<file path="config.mk">
export PLATFORM = sky130hd
export DESIGN_NAME = wwdt_core
export DESIGN_NICKNAME = d
export VERILOG_FILES = /design/src/logic/wwdt_pkg.sv /design/src/logic/wwdt_tick_div.sv /design/src/logic/wwdt_core.sv
export SDC_FILE = /design/constraint.sdc
export NUM_CORES = 1
export LEC_CHECK = 0
export ABC_AREA = 1
export BUFFER_PORTS_ARGS = -buffer_cell sky130_fd_sc_hd__clkbuf_2
export CAP_MARGIN = 20
export CELL_PAD_IN_SITES_DETAIL_PLACEMENT = 1
export CELL_PAD_IN_SITES_GLOBAL_PLACEMENT = 1
export CORE_MARGIN = 3
export CORE_UTILIZATION = 33
export CTS_CLUSTER_DIAMETER = 60
export DETAILED_ROUTE_END_ITERATION = 8
export PLACE_DENSITY = 0.76
export SLEW_MARGIN = 20
export SYNTH_ARGS = -nofsm -noshare
export SYNTH_HDL_FRONTEND = slang
export SYNTH_SLANG_ARGS = --single-unit
export TNS_END_PERCENT = 1
</file>
<file path="constraint.sdc">
create_clock -name mclk_in -period 3.3 [get_ports mclk_in]
set_input_delay 0.66 -clock mclk_in [delete_from_list [all_inputs] [get_ports mclk_in]]
set_output_delay 0.66 -clock mclk_in [all_outputs]
set_load 0.01 [all_outputs]
</file>
<file path="src/logic/wwdt_pkg.sv">
// Package of register map, field positions, reset values and timing counts for the windowed watchdog.
package wwdt_pkg;
  // ==========================================================================
  // Register offsets
  localparam logic [3:0] ADDR_MODE     = 4'h0;
  localparam logic [3:0] ADDR_TIMEOUT  = 4'h1;
  localparam logic [3:0] ADDR_FEED     = 4'h2;
  localparam logic [3:0] ADDR_COUNTER  = 4'h3;
  localparam logic [3:0] ADDR_WARNING  = 4'h4;
  localparam logic [3:0] ADDR_WINDOW   = 4'h5;
  localparam logic [3:0] ADDR_STATUS   = 4'h6;
  // ==========================================================================
  // Mode register fields
  localparam int MODE_RUN_BIT     = 0;
  localparam int MODE_RESET_BIT   = 1;
  localparam int MODE_PROTECT_BIT = 2;
  // ==========================================================================
  // Status register fields
  localparam int STAT_TIMEOUT_BIT = 0;
  localparam int STAT_WARNING_BIT = 1;
  // ==========================================================================
  // Reset values and constants
  localparam logic [23:0] TIMEOUT_RESET = 24'hffffff;
  localparam logic [23:0] WINDOW_RESET  = 24'hffffff;
  localparam logic [9:0]  WARNING_RESET = 10'h000;
  localparam logic [23:0] TIMEOUT_FLOOR = 24'h0000ff;
  localparam logic [7:0]  FEED_WORD_ONE = 8'haa;
  localparam logic [7:0]  FEED_WORD_TWO = 8'h55;
  // ==========================================================================
  // Timing: watchdog tick clock and prescaler
  localparam int          MCLK_HZ        = 100_000_000;
  localparam int          TICK_CLOCK_HZ  = 1_000_000;
  localparam int          TICK_DIV_COUNT = MCLK_HZ / TICK_CLOCK_HZ;
  localparam logic [1:0]  PRESCALE_LAST  = 2'h3;
endpackage

</file>
<file path="src/logic/wwdt_tick_div.sv">
// Divider that makes the watchdog tick clock enable and the four-period counter step.
`timescale 1ns/1ps
module wwdt_tick_div (
  input  wire logic mclk_in,
  input  wire logic nrst_in,
  input  wire logic run_in,
  output logic      tick_out,
  output logic      step_out
);
  // ==========================================================================
  // Tick clock divider
  logic [6:0] div_r;
  logic [1:0] pre_r;

  always_ff @(posedge mclk_in) begin
    if (!nrst_in) begin
      div_r    <= 7'h00;
      tick_out <= 1'b0;
    end else if (div_r == 7'(wwdt_pkg::TICK_DIV_COUNT - 1)) begin
      div_r    <= 7'h00;
      tick_out <= 1'b1;
    end else begin
      div_r    <= div_r + 7'h01;
      tick_out <= 1'b0;
    end
  end

  // ==========================================================================
  // Prescaler by four
  always_ff @(posedge mclk_in) begin
    if (!nrst_in) begin
      pre_r    <= 2'h0;
      step_out <= 1'b0;
    end else begin
      step_out <= 1'b0;
      if (tick_out && run_in) begin
        pre_r <= pre_r + 2'h1;
        if (pre_r == wwdt_pkg::PRESCALE_LAST) begin
          step_out <= 1'b1; // [RULE5]
        end
      end
    end
  end
endmodule

</file>
<file path="src/logic/wwdt_core.sv">
// Windowed watchdog timer with register port, feed sequence, window, warning and protect.
`timescale 1ns/1ps
// Behaviour
// [RULE1] Run enable is write-once; once set and fed, zero writes are ignored.
// [RULE2] Warning raised on the tick after counter is no longer above compare.
// [RULE3] Each completed feed loads the timeout constant into the counter.
// [RULE4] Timeout constant writes below 0xff store 0xff instead.
// [RULE5] Counter steps once per four watchdog tick periods.
// [RULE6] Protect mode: early timeout change resets and sets timeout flag.
// [RULE7] Without protect, timeout constant writes accepted anytime, no side effect.
// [RULE8] Feed completed while counter exceeds window is a watchdog event.
// [RULE9] Window value 0xffffff allows every feed.
// [RULE10] Chip reset on timeout only when reset-on-timeout is set.
// [RULE11] Software must feed before the counter reaches timeout.
// [RULE12] Timeout flag is set on timeout and held until cleared.
// [RULE13] Warning flag is set when counter falls below warning compare; the code also sets it when counter equals compare.
// [RULE14] Warning compare of zero yields no warning at all.
// [RULE15] Feed is two fixed words in order; only then reload.
// [RULE16] Counter is 24-bit down counter, timeout at zero.
// [RULE17] Feed words 0xaa then 0x55; other writes abort the sequence.
// [RULE18] Status flags clear on write of one; zero leaves them.
module wwdt_core (
  input  wire logic        mclk_in,
  input  wire logic        nrst_in,
  input  wire logic [3:0]  addr_in,
  input  wire logic [31:0] wdata_in,
  input  wire logic        wr_in,
  input  wire logic        rd_in,
  output logic      [31:0] rdata_out,
  output logic             chip_reset_out,
  output logic             warn_irq_out,
  output logic             running_out
);
  // ==========================================================================
  // State
  typedef enum logic [0:0] {
    WWDT_FEED_IDLE  = 1'b0,
    WWDT_FEED_ARMED = 1'b1
  } wwdt_feed_t;

  logic [23:0] counter_value_r;
  logic [23:0] timeout_constant_r;
  logic [23:0] feed_window_limit_r;
  logic [9:0]  warning_compare_r;
  logic        run_enable_bit_r;
  logic        reset_on_timeout_r;
  logic        protect_mode_r;
  logic        fed_r;
  logic        timeout_flag_r;
  logic        warning_flag_r;
  wwdt_feed_t  feed_r;
  logic        tick;
  logic        step;
  logic        feed_done;
  logic        early_feed;
  logic        protect_hit;
  logic        timeout_hit;
  logic        wd_event;
  logic        below_warn;

  function automatic logic wr_at(input logic [3:0] a);
    wr_at = wr_in && (addr_in == a);
  endfunction

  wwdt_tick_div u_div (
    .mclk_in  (mclk_in),
    .nrst_in  (nrst_in),
    .run_in   (running_out),
    .tick_out (tick),
    .step_out (step)
  );

  // ==========================================================================
  // Feed sequence
  always_ff @(posedge mclk_in) begin
    if (!nrst_in) begin
      feed_r <= WWDT_FEED_IDLE;
    end else if (wr_in) begin
      case (feed_r)
        WWDT_FEED_IDLE: begin
          if (wr_at(wwdt_pkg::ADDR_FEED) && wdata_in[7:0] == wwdt_pkg::FEED_WORD_ONE) begin
            feed_r <= WWDT_FEED_ARMED; // [RULE15]
          end
        end
        WWDT_FEED_ARMED: begin
          feed_r <= WWDT_FEED_IDLE; // [RULE17]
        end
        default: begin
          feed_r <= WWDT_FEED_IDLE;
        end
      endcase
    end
  end

  // One combinational process, so that the strobe and address read inside wr_at wake it.
  // A continuous assign would only wake on the function's arguments and could miss a strobe.
  always_comb begin
    feed_done   = (feed_r == WWDT_FEED_ARMED) && wr_at(wwdt_pkg::ADDR_FEED)
                  && wdata_in[7:0] == wwdt_pkg::FEED_WORD_TWO; // [RULE17]
    early_feed  = feed_done && running_out && (counter_value_r > feed_window_limit_r); // [RULE8] [RULE9]
    protect_hit = protect_mode_r && running_out && wr_at(wwdt_pkg::ADDR_TIMEOUT)
                  && !(counter_value_r < {14'h0000, warning_compare_r}
                       && counter_value_r < feed_window_limit_r); // [RULE6] [RULE7]
    timeout_hit = step && running_out && (counter_value_r == 24'h000000); // [RULE16]
    wd_event    = early_feed || protect_hit || timeout_hit;
    below_warn  = counter_value_r <= {14'h0000, warning_compare_r};
  end

  // ==========================================================================
  // Mode bits
  always_ff @(posedge mclk_in) begin
    if (!nrst_in) begin
      run_enable_bit_r   <= 1'b0;
      reset_on_timeout_r <= 1'b0;
      protect_mode_r     <= 1'b0;
      fed_r              <= 1'b0;
    end else begin
      if (wr_at(wwdt_pkg::ADDR_MODE)) begin
        run_enable_bit_r   <= run_enable_bit_r | wdata_in[wwdt_pkg::MODE_RUN_BIT]; // [RULE1]
        reset_on_timeout_r <= wdata_in[wwdt_pkg::MODE_RESET_BIT];
        protect_mode_r     <= wdata_in[wwdt_pkg::MODE_PROTECT_BIT];
      end
      if (feed_done && run_enable_bit_r) begin
        fed_r <= 1'b1; // [RULE1]
      end
    end
  end

  // ==========================================================================
  // Timeout constant, window and warning compare
  always_ff @(posedge mclk_in) begin
    if (!nrst_in) begin
      timeout_constant_r  <= wwdt_pkg::TIMEOUT_RESET;
      feed_window_limit_r <= wwdt_pkg::WINDOW_RESET;
      warning_compare_r   <= wwdt_pkg::WARNING_RESET;
    end else begin
      if (wr_at(wwdt_pkg::ADDR_TIMEOUT)) begin
        if (wdata_in[23:0] < wwdt_pkg::TIMEOUT_FLOOR) begin
          timeout_constant_r <= wwdt_pkg::TIMEOUT_FLOOR; // [RULE4]
        end else begin
          timeout_constant_r <= wdata_in[23:0]; // [RULE7]
        end
      end
      if (wr_at(wwdt_pkg::ADDR_WINDOW)) begin
        feed_window_limit_r <= wdata_in[23:0];
      end
      if (wr_at(wwdt_pkg::ADDR_WARNING)) begin
        warning_compare_r <= wdata_in[9:0];
      end
    end
  end

  // ==========================================================================
  // Counter
  always_ff @(posedge mclk_in) begin
    if (!nrst_in) begin
      counter_value_r <= wwdt_pkg::TIMEOUT_RESET;
    end else if (feed_done) begin
      counter_value_r <= timeout_constant_r; // [RULE3]
    end else if (step && running_out && counter_value_r != 24'h000000) begin
      counter_value_r <= counter_value_r - 24'h000001; // [RULE16]
    end
  end

  // ==========================================================================
  // Flags, interrupt and reset; a set in the same cycle as a clear wins.
  always_ff @(posedge mclk_in) begin
    if (!nrst_in) begin
      timeout_flag_r <= 1'b0;
      warning_flag_r <= 1'b0;
      warn_irq_out   <= 1'b0;
      chip_reset_out <= 1'b0;
      running_out    <= 1'b0;
    end else begin
      running_out <= run_enable_bit_r && (fed_r || feed_done);
      if (wd_event) begin
        timeout_flag_r <= 1'b1; // [RULE12]
      end else if (wr_at(wwdt_pkg::ADDR_STATUS) && wdata_in[wwdt_pkg::STAT_TIMEOUT_BIT]) begin
        timeout_flag_r <= 1'b0; // [RULE18]
      end
      // Compare sampled on the tick edge, so the warning trails the counter by one tick.
      if (tick && running_out && below_warn && warning_compare_r != 10'h000) begin
        warning_flag_r <= 1'b1; // [RULE2] [RULE13] [RULE14]
      end else if (wr_at(wwdt_pkg::ADDR_STATUS) && wdata_in[wwdt_pkg::STAT_WARNING_BIT]) begin
        warning_flag_r <= 1'b0; // [RULE18]
      end
      warn_irq_out <= warning_flag_r;
      // A reset pulse is held one cycle; the chip reset is expected to clear the block.
      chip_reset_out <= wd_event && reset_on_timeout_r; // [RULE10]
    end
  end

  // ==========================================================================
  // Read port
  always_ff @(posedge mclk_in) begin
    if (!nrst_in) begin
      rdata_out <= 32'h00000000;
    end else if (rd_in) begin
      case (addr_in)
        wwdt_pkg::ADDR_MODE:    rdata_out <= {29'h0, protect_mode_r, reset_on_timeout_r, run_enable_bit_r};
        wwdt_pkg::ADDR_TIMEOUT: rdata_out <= {8'h00, timeout_constant_r};
        wwdt_pkg::ADDR_COUNTER: rdata_out <= {8'h00, counter_value_r};
        wwdt_pkg::ADDR_WARNING: rdata_out <= {22'h0, warning_compare_r};
        wwdt_pkg::ADDR_WINDOW:  rdata_out <= {8'h00, feed_window_limit_r};
        wwdt_pkg::ADDR_STATUS:  rdata_out <= {30'h0, warning_flag_r, timeout_flag_r};
        default:                rdata_out <= 32'h00000000;
      endcase
    end else begin
      rdata_out <= 32'h00000000;
    end
  end
endmodule

</file>
==> flow_metrics.env <==
export IMPL_run_status="complete, no violations"
export IMPL_fin_setup_tns_ps=0
export IMPL_rsz0062_at_grt="false"
export IMPL_fin_total_pwr_mw=3.58
export IMPL_vdd_ir_drop_max_v=0.000363
export IMPL_grt_start_max_net_pins=53
export IMPL_timing_worst_slew_pin_value_ps=739
export IMPL_fmaxAchievable_ghz=0.445
export IMPL_vias=6164
export IMPL_multiInputGateArea_mm2=0.00337
export IMPL_clock_tree_from_tritoncts="yes"
export IMPL_synthDistinctLibCells=42
export IMPL_drive_gt1_frac=0.122
export IMPL_fillers=2422
export IMPL_netlist_top_cell_by_area="sky130_fd_sc_hd__dfxtp_1"
export IMPL_syn_mean_instance_area_um2=7.38
export IMPL_setup_worst_path_start_class="input pin"
export IMPL_critical_path_endpoint_type="flop"
export IMPL_synth_edff_count=0
export IMPL_crit_chain="clkbuf_2 > inv_1 > nor2_1 > nand2_1 > inv_1 > nand2_1 > o21ai_0 > a221oi_1 > a21oi_1"
export IMPL_ys_async_sr_fraction=0
export IMPL_critPathBufInv=3
export IMPL_die_h_um=147
export IMPL_antenna_found_initial=0
export IMPL_cts_root_buf="sky130_fd_sc_hd__clkbuf_16"
export IMPL_buffer_ports_inserted=58
export IMPL_worst_endpoint_arrival_ps=2530
export IMPL_critical_path_slowest_cell="sky130_fd_sc_hd__inv_1"
export IMPL_synth_seq_cells=127
export IMPL_cts_htree_levels=4
export IMPL_cts_max_path_buffers=2
export IMPL_insertion_delay_ps=430
export IMPL_seq_area_mm2=0.00254
export IMPL_numnets_final=1017
export IMPL_synthesis_yosys_warnings=0
export IMPL_cts_hold_repair_buffers=0
export IMPL_post_synth_main_area_contributors="sky130_fd_sc_hd__dfxtp_1 (39%), sky130_fd_sc_hd__nand2_1 (13%), sky130_fd_sc_hd__ha_1 (7.1%)"
export IMPL_synthCells=888
export IMPL_total_inserted_antenna_cells=0
export IMPL_fp_dieArea_mm2=0.0216
export IMPL_ctsResizeCount=0
export IMPL_setup_viol_count_final=0
export IMPL_instances_no_fill=1212
export IMPL_max_cap_violation_count=0
export IMPL_static_leakage_power_nw=3.59
export IMPL_dp_cells=1181
export IMPL_power_per_cell_area_mw_per_mm2=474
export IMPL_fin_crit_ps=2250
export IMPL_post_route_period_util=0.681
export IMPL_cts_buffers_inserted=17
export IMPL_worst_setup_hold_path_clk_slew_ps=50
export IMPL_cpPeakStageDelay_ps=510
export IMPL_grt_pass1_wl_um=33900
export IMPL_gr_total_overflow=0
export IMPL_ys_seq_area_frac=0.388
export IMPL_route_detailed_drc=0
export IMPL_slew_headroom=0.506
export IMPL_via_count_of_the_first_global_routing_pass=6424
export IMPL_ys_dominant_reg_cell="sky130_fd_sc_hd__dfxtp_1"
export IMPL_routed_wl_um=20800
export IMPL_cts_sinks=127
export IMPL_cts_setup_buffers=0
export IMPL_netlist_area_mm2=0.00656
export IMPL_maxSlewViolCount=0
export IMPL_layout_area_overhead_vs_synth_pct=15.4
export IMPL_clock_skew_ps=9.66
export IMPL_synth_top_area_share=0.388
export IMPL_ant_nets=0
export IMPL_hold_violations=0
export IMPL_worstPathRequired_ps=3580
export IMPL_grt_usage=0.197
export IMPL_row_count=50
export IMPL_timing_hold_worst_class="flop to flop"
export IMPL_average_wire_length_per_cell_after_detail_routing_um=17.2
export IMPL_finalWeightedCongestion=0.860
export IMPL_floorplan_initialDensity=0.344
export IMPL_vias_per_cell=5.09
export IMPL_dp_hpwl_um=14900
export IMPL_cp_max_fo=16
export IMPL_coreArea_mm2=0.0191
export IMPL_top_level_ports=75
export IMPL_worst_setup_path_type="input pin to flop"
export IMPL_die_w_um=147
export IMPL_starting_drt_drc_count=346
export IMPL_dr_pass1_iters=5
export IMPL_crit_family="buffers and inverters"
==> area by class of cell <==
type                       count  share of cell area
inverter                     115              0.0577
timing repair buffer          67              0.0473
sequential                   127               0.336
tap                          260              0.0430
clock buffer                  24              0.0623
clock inverter                 7             0.00827
multi-input combinational    612               0.445
==> Yosys cell counts (all sizes together), types with 7 or more instances <==
cell and number:
buf 23, xor2 17, nand3 40, o22ai 18, nand4 13, xnor2 7, o211ai 9, o2111ai 18
nand2 224, a221oi 7, nor3 9, nor4 8, o221ai 10, inv 115, ha 37, dfxtp 127
a21oi 57, clkbuf 18, o21ai 41, nor2 75
==> layer usage <==
layer / track usage / wire length, µm
met1: 0.256 / 9680
met2: 0.330 / 9980
met3: 0.0373 / 749
met4: 0.0671 / 396
met5: 0 / 0
==> worst reg2reg max path: stages, from the launching register on <==
cell and delay, ps:
sky130_fd_sc_hd__dfxtp_1 300, sky130_fd_sc_hd__inv_1 230, sky130_fd_sc_hd__ha_1 330, sky130_fd_sc_hd__nand2_2 140, sky130_fd_sc_hd__nor3_1 420, sky130_fd_sc_hd__nand3_1 220
sky130_fd_sc_hd__xor2_1 190, sky130_fd_sc_hd__nand2_1 60, sky130_fd_sc_hd__o2111ai_1 100
==> per-stage QoR <==
stage               hold slack (ps)   util  area (µm²)  setup slack (ps)
finish                          444  0.397        7570              1050
global route                    470  0.397        7570               829
CTS                             455  0.397        7570              1040
detailed placement              442  0.369        7030               611
global placement                435  0.369        7030               753
floorplan                       418      -        6580              1480
==> path summary, 6_finish.rpt <==
path,start,to,slack [ps],depth (start not counted)
hold / removal,u_div.div_r[0]$_SDFF_PP0_,u_div.div_r[0]$_SDFF_PP0_,440,1
hold reg to reg,u_div.div_r[0]$_SDFF_PP0_,u_div.div_r[0]$_SDFF_PP0_,440,1
setup reg to reg,counter_value_r[0]$_SDFFE_PN1P_,counter_value_r[22]$_SDFFE_PN1P_,1160,8
setup / recovery,addr_in[0],rdata_out[2]$_SDFF_PN0_,1050,9
==> report_power, final <==
part	internal [mW]	total [mW]	switching, mW
registers	1.56	1.57	0.0122
logic	0.0803	0.251	0.171
clock network	1.06	1.76	0.697
==> placed cells by master (no fill, tap or decap), types with 2 or more instances in the layout <==
cell type / netlist / layout
sky130_fd_sc_hd__a31oi_1: 2 / 2
sky130_fd_sc_hd__nand2_2: 2 / 2
sky130_fd_sc_hd__inv_1: 110 / 110
sky130_fd_sc_hd__o21ai_0: 36 / 36
sky130_fd_sc_hd__buf_4: 14 / 9
sky130_fd_sc_hd__o221ai_1: 10 / 10
sky130_fd_sc_hd__clkbuf_8: 0 / 2
sky130_fd_sc_hd__xnor2_1: 7 / 7
sky130_fd_sc_hd__nand2_1: 219 / 219
sky130_fd_sc_hd__nor3b_1: 3 / 3
sky130_fd_sc_hd__nand2_4: 3 / 3
sky130_fd_sc_hd__inv_2: 3 / 3
sky130_fd_sc_hd__o211ai_1: 9 / 9
sky130_fd_sc_hd__nor4_1: 8 / 8
sky130_fd_sc_hd__nor2_1: 66 / 65
sky130_fd_sc_hd__conb_1: 1 / 8
sky130_fd_sc_hd__clkbuf_2: 0 / 58
sky130_fd_sc_hd__a211oi_1: 2 / 2
sky130_fd_sc_hd__clkinv_2: 0 / 5
sky130_fd_sc_hd__nor3_1: 8 / 8
sky130_fd_sc_hd__nand3_1: 39 / 39
sky130_fd_sc_hd__xor2_1: 17 / 17
sky130_fd_sc_hd__o21ai_1: 5 / 5
sky130_fd_sc_hd__clkbuf_1: 18 / 5
sky130_fd_sc_hd__dfxtp_1: 127 / 127
sky130_fd_sc_hd__o2111ai_1: 18 / 18
sky130_fd_sc_hd__nand4_1: 13 / 13
sky130_fd_sc_hd__nor2_2: 8 / 9
sky130_fd_sc_hd__a21oi_1: 57 / 57
sky130_fd_sc_hd__o22ai_1: 18 / 18
sky130_fd_sc_hd__clkbuf_16: 0 / 17
sky130_fd_sc_hd__a221oi_1: 7 / 7
sky130_fd_sc_hd__a21o_1: 2 / 2
sky130_fd_sc_hd__ha_1: 37 / 37
sky130_fd_sc_hd__inv_4: 2 / 2
==> flip-flops by register name, summed over array words and instances (netlist names) <==
signal,cells
u_div.div_r,7
running_out,1
counter_value_r,24
u_div.tick_out,1
timeout_flag_r,1
u_div.step_out,1
reset_on_timeout_r,1
rdata_out,24
run_enable_bit_r,1
chip_reset_out,1
timeout_constant_r,24
warning_compare_r,10
warning_flag_r,1
feed_window_limit_r,24
feed_r,1
u_div.pre_r,2
protect_mode_r,1
warn_irq_out,1
fed_r,1
==> cell families after synthesis <==
family	count (synthesis)	synth area share
adder cells (fa/ha/maj)	37	0.0706
XOR/XNOR	24	0.0321
AND/OR/NAND/NOR	373	0.244
AO/OA/AOI/OAI	170	0.162
other	1	0.000572
flip-flops	127	0.388
buffers and inverters	156	0.102
Note: power is estimated with default switching activity, not from simulation.
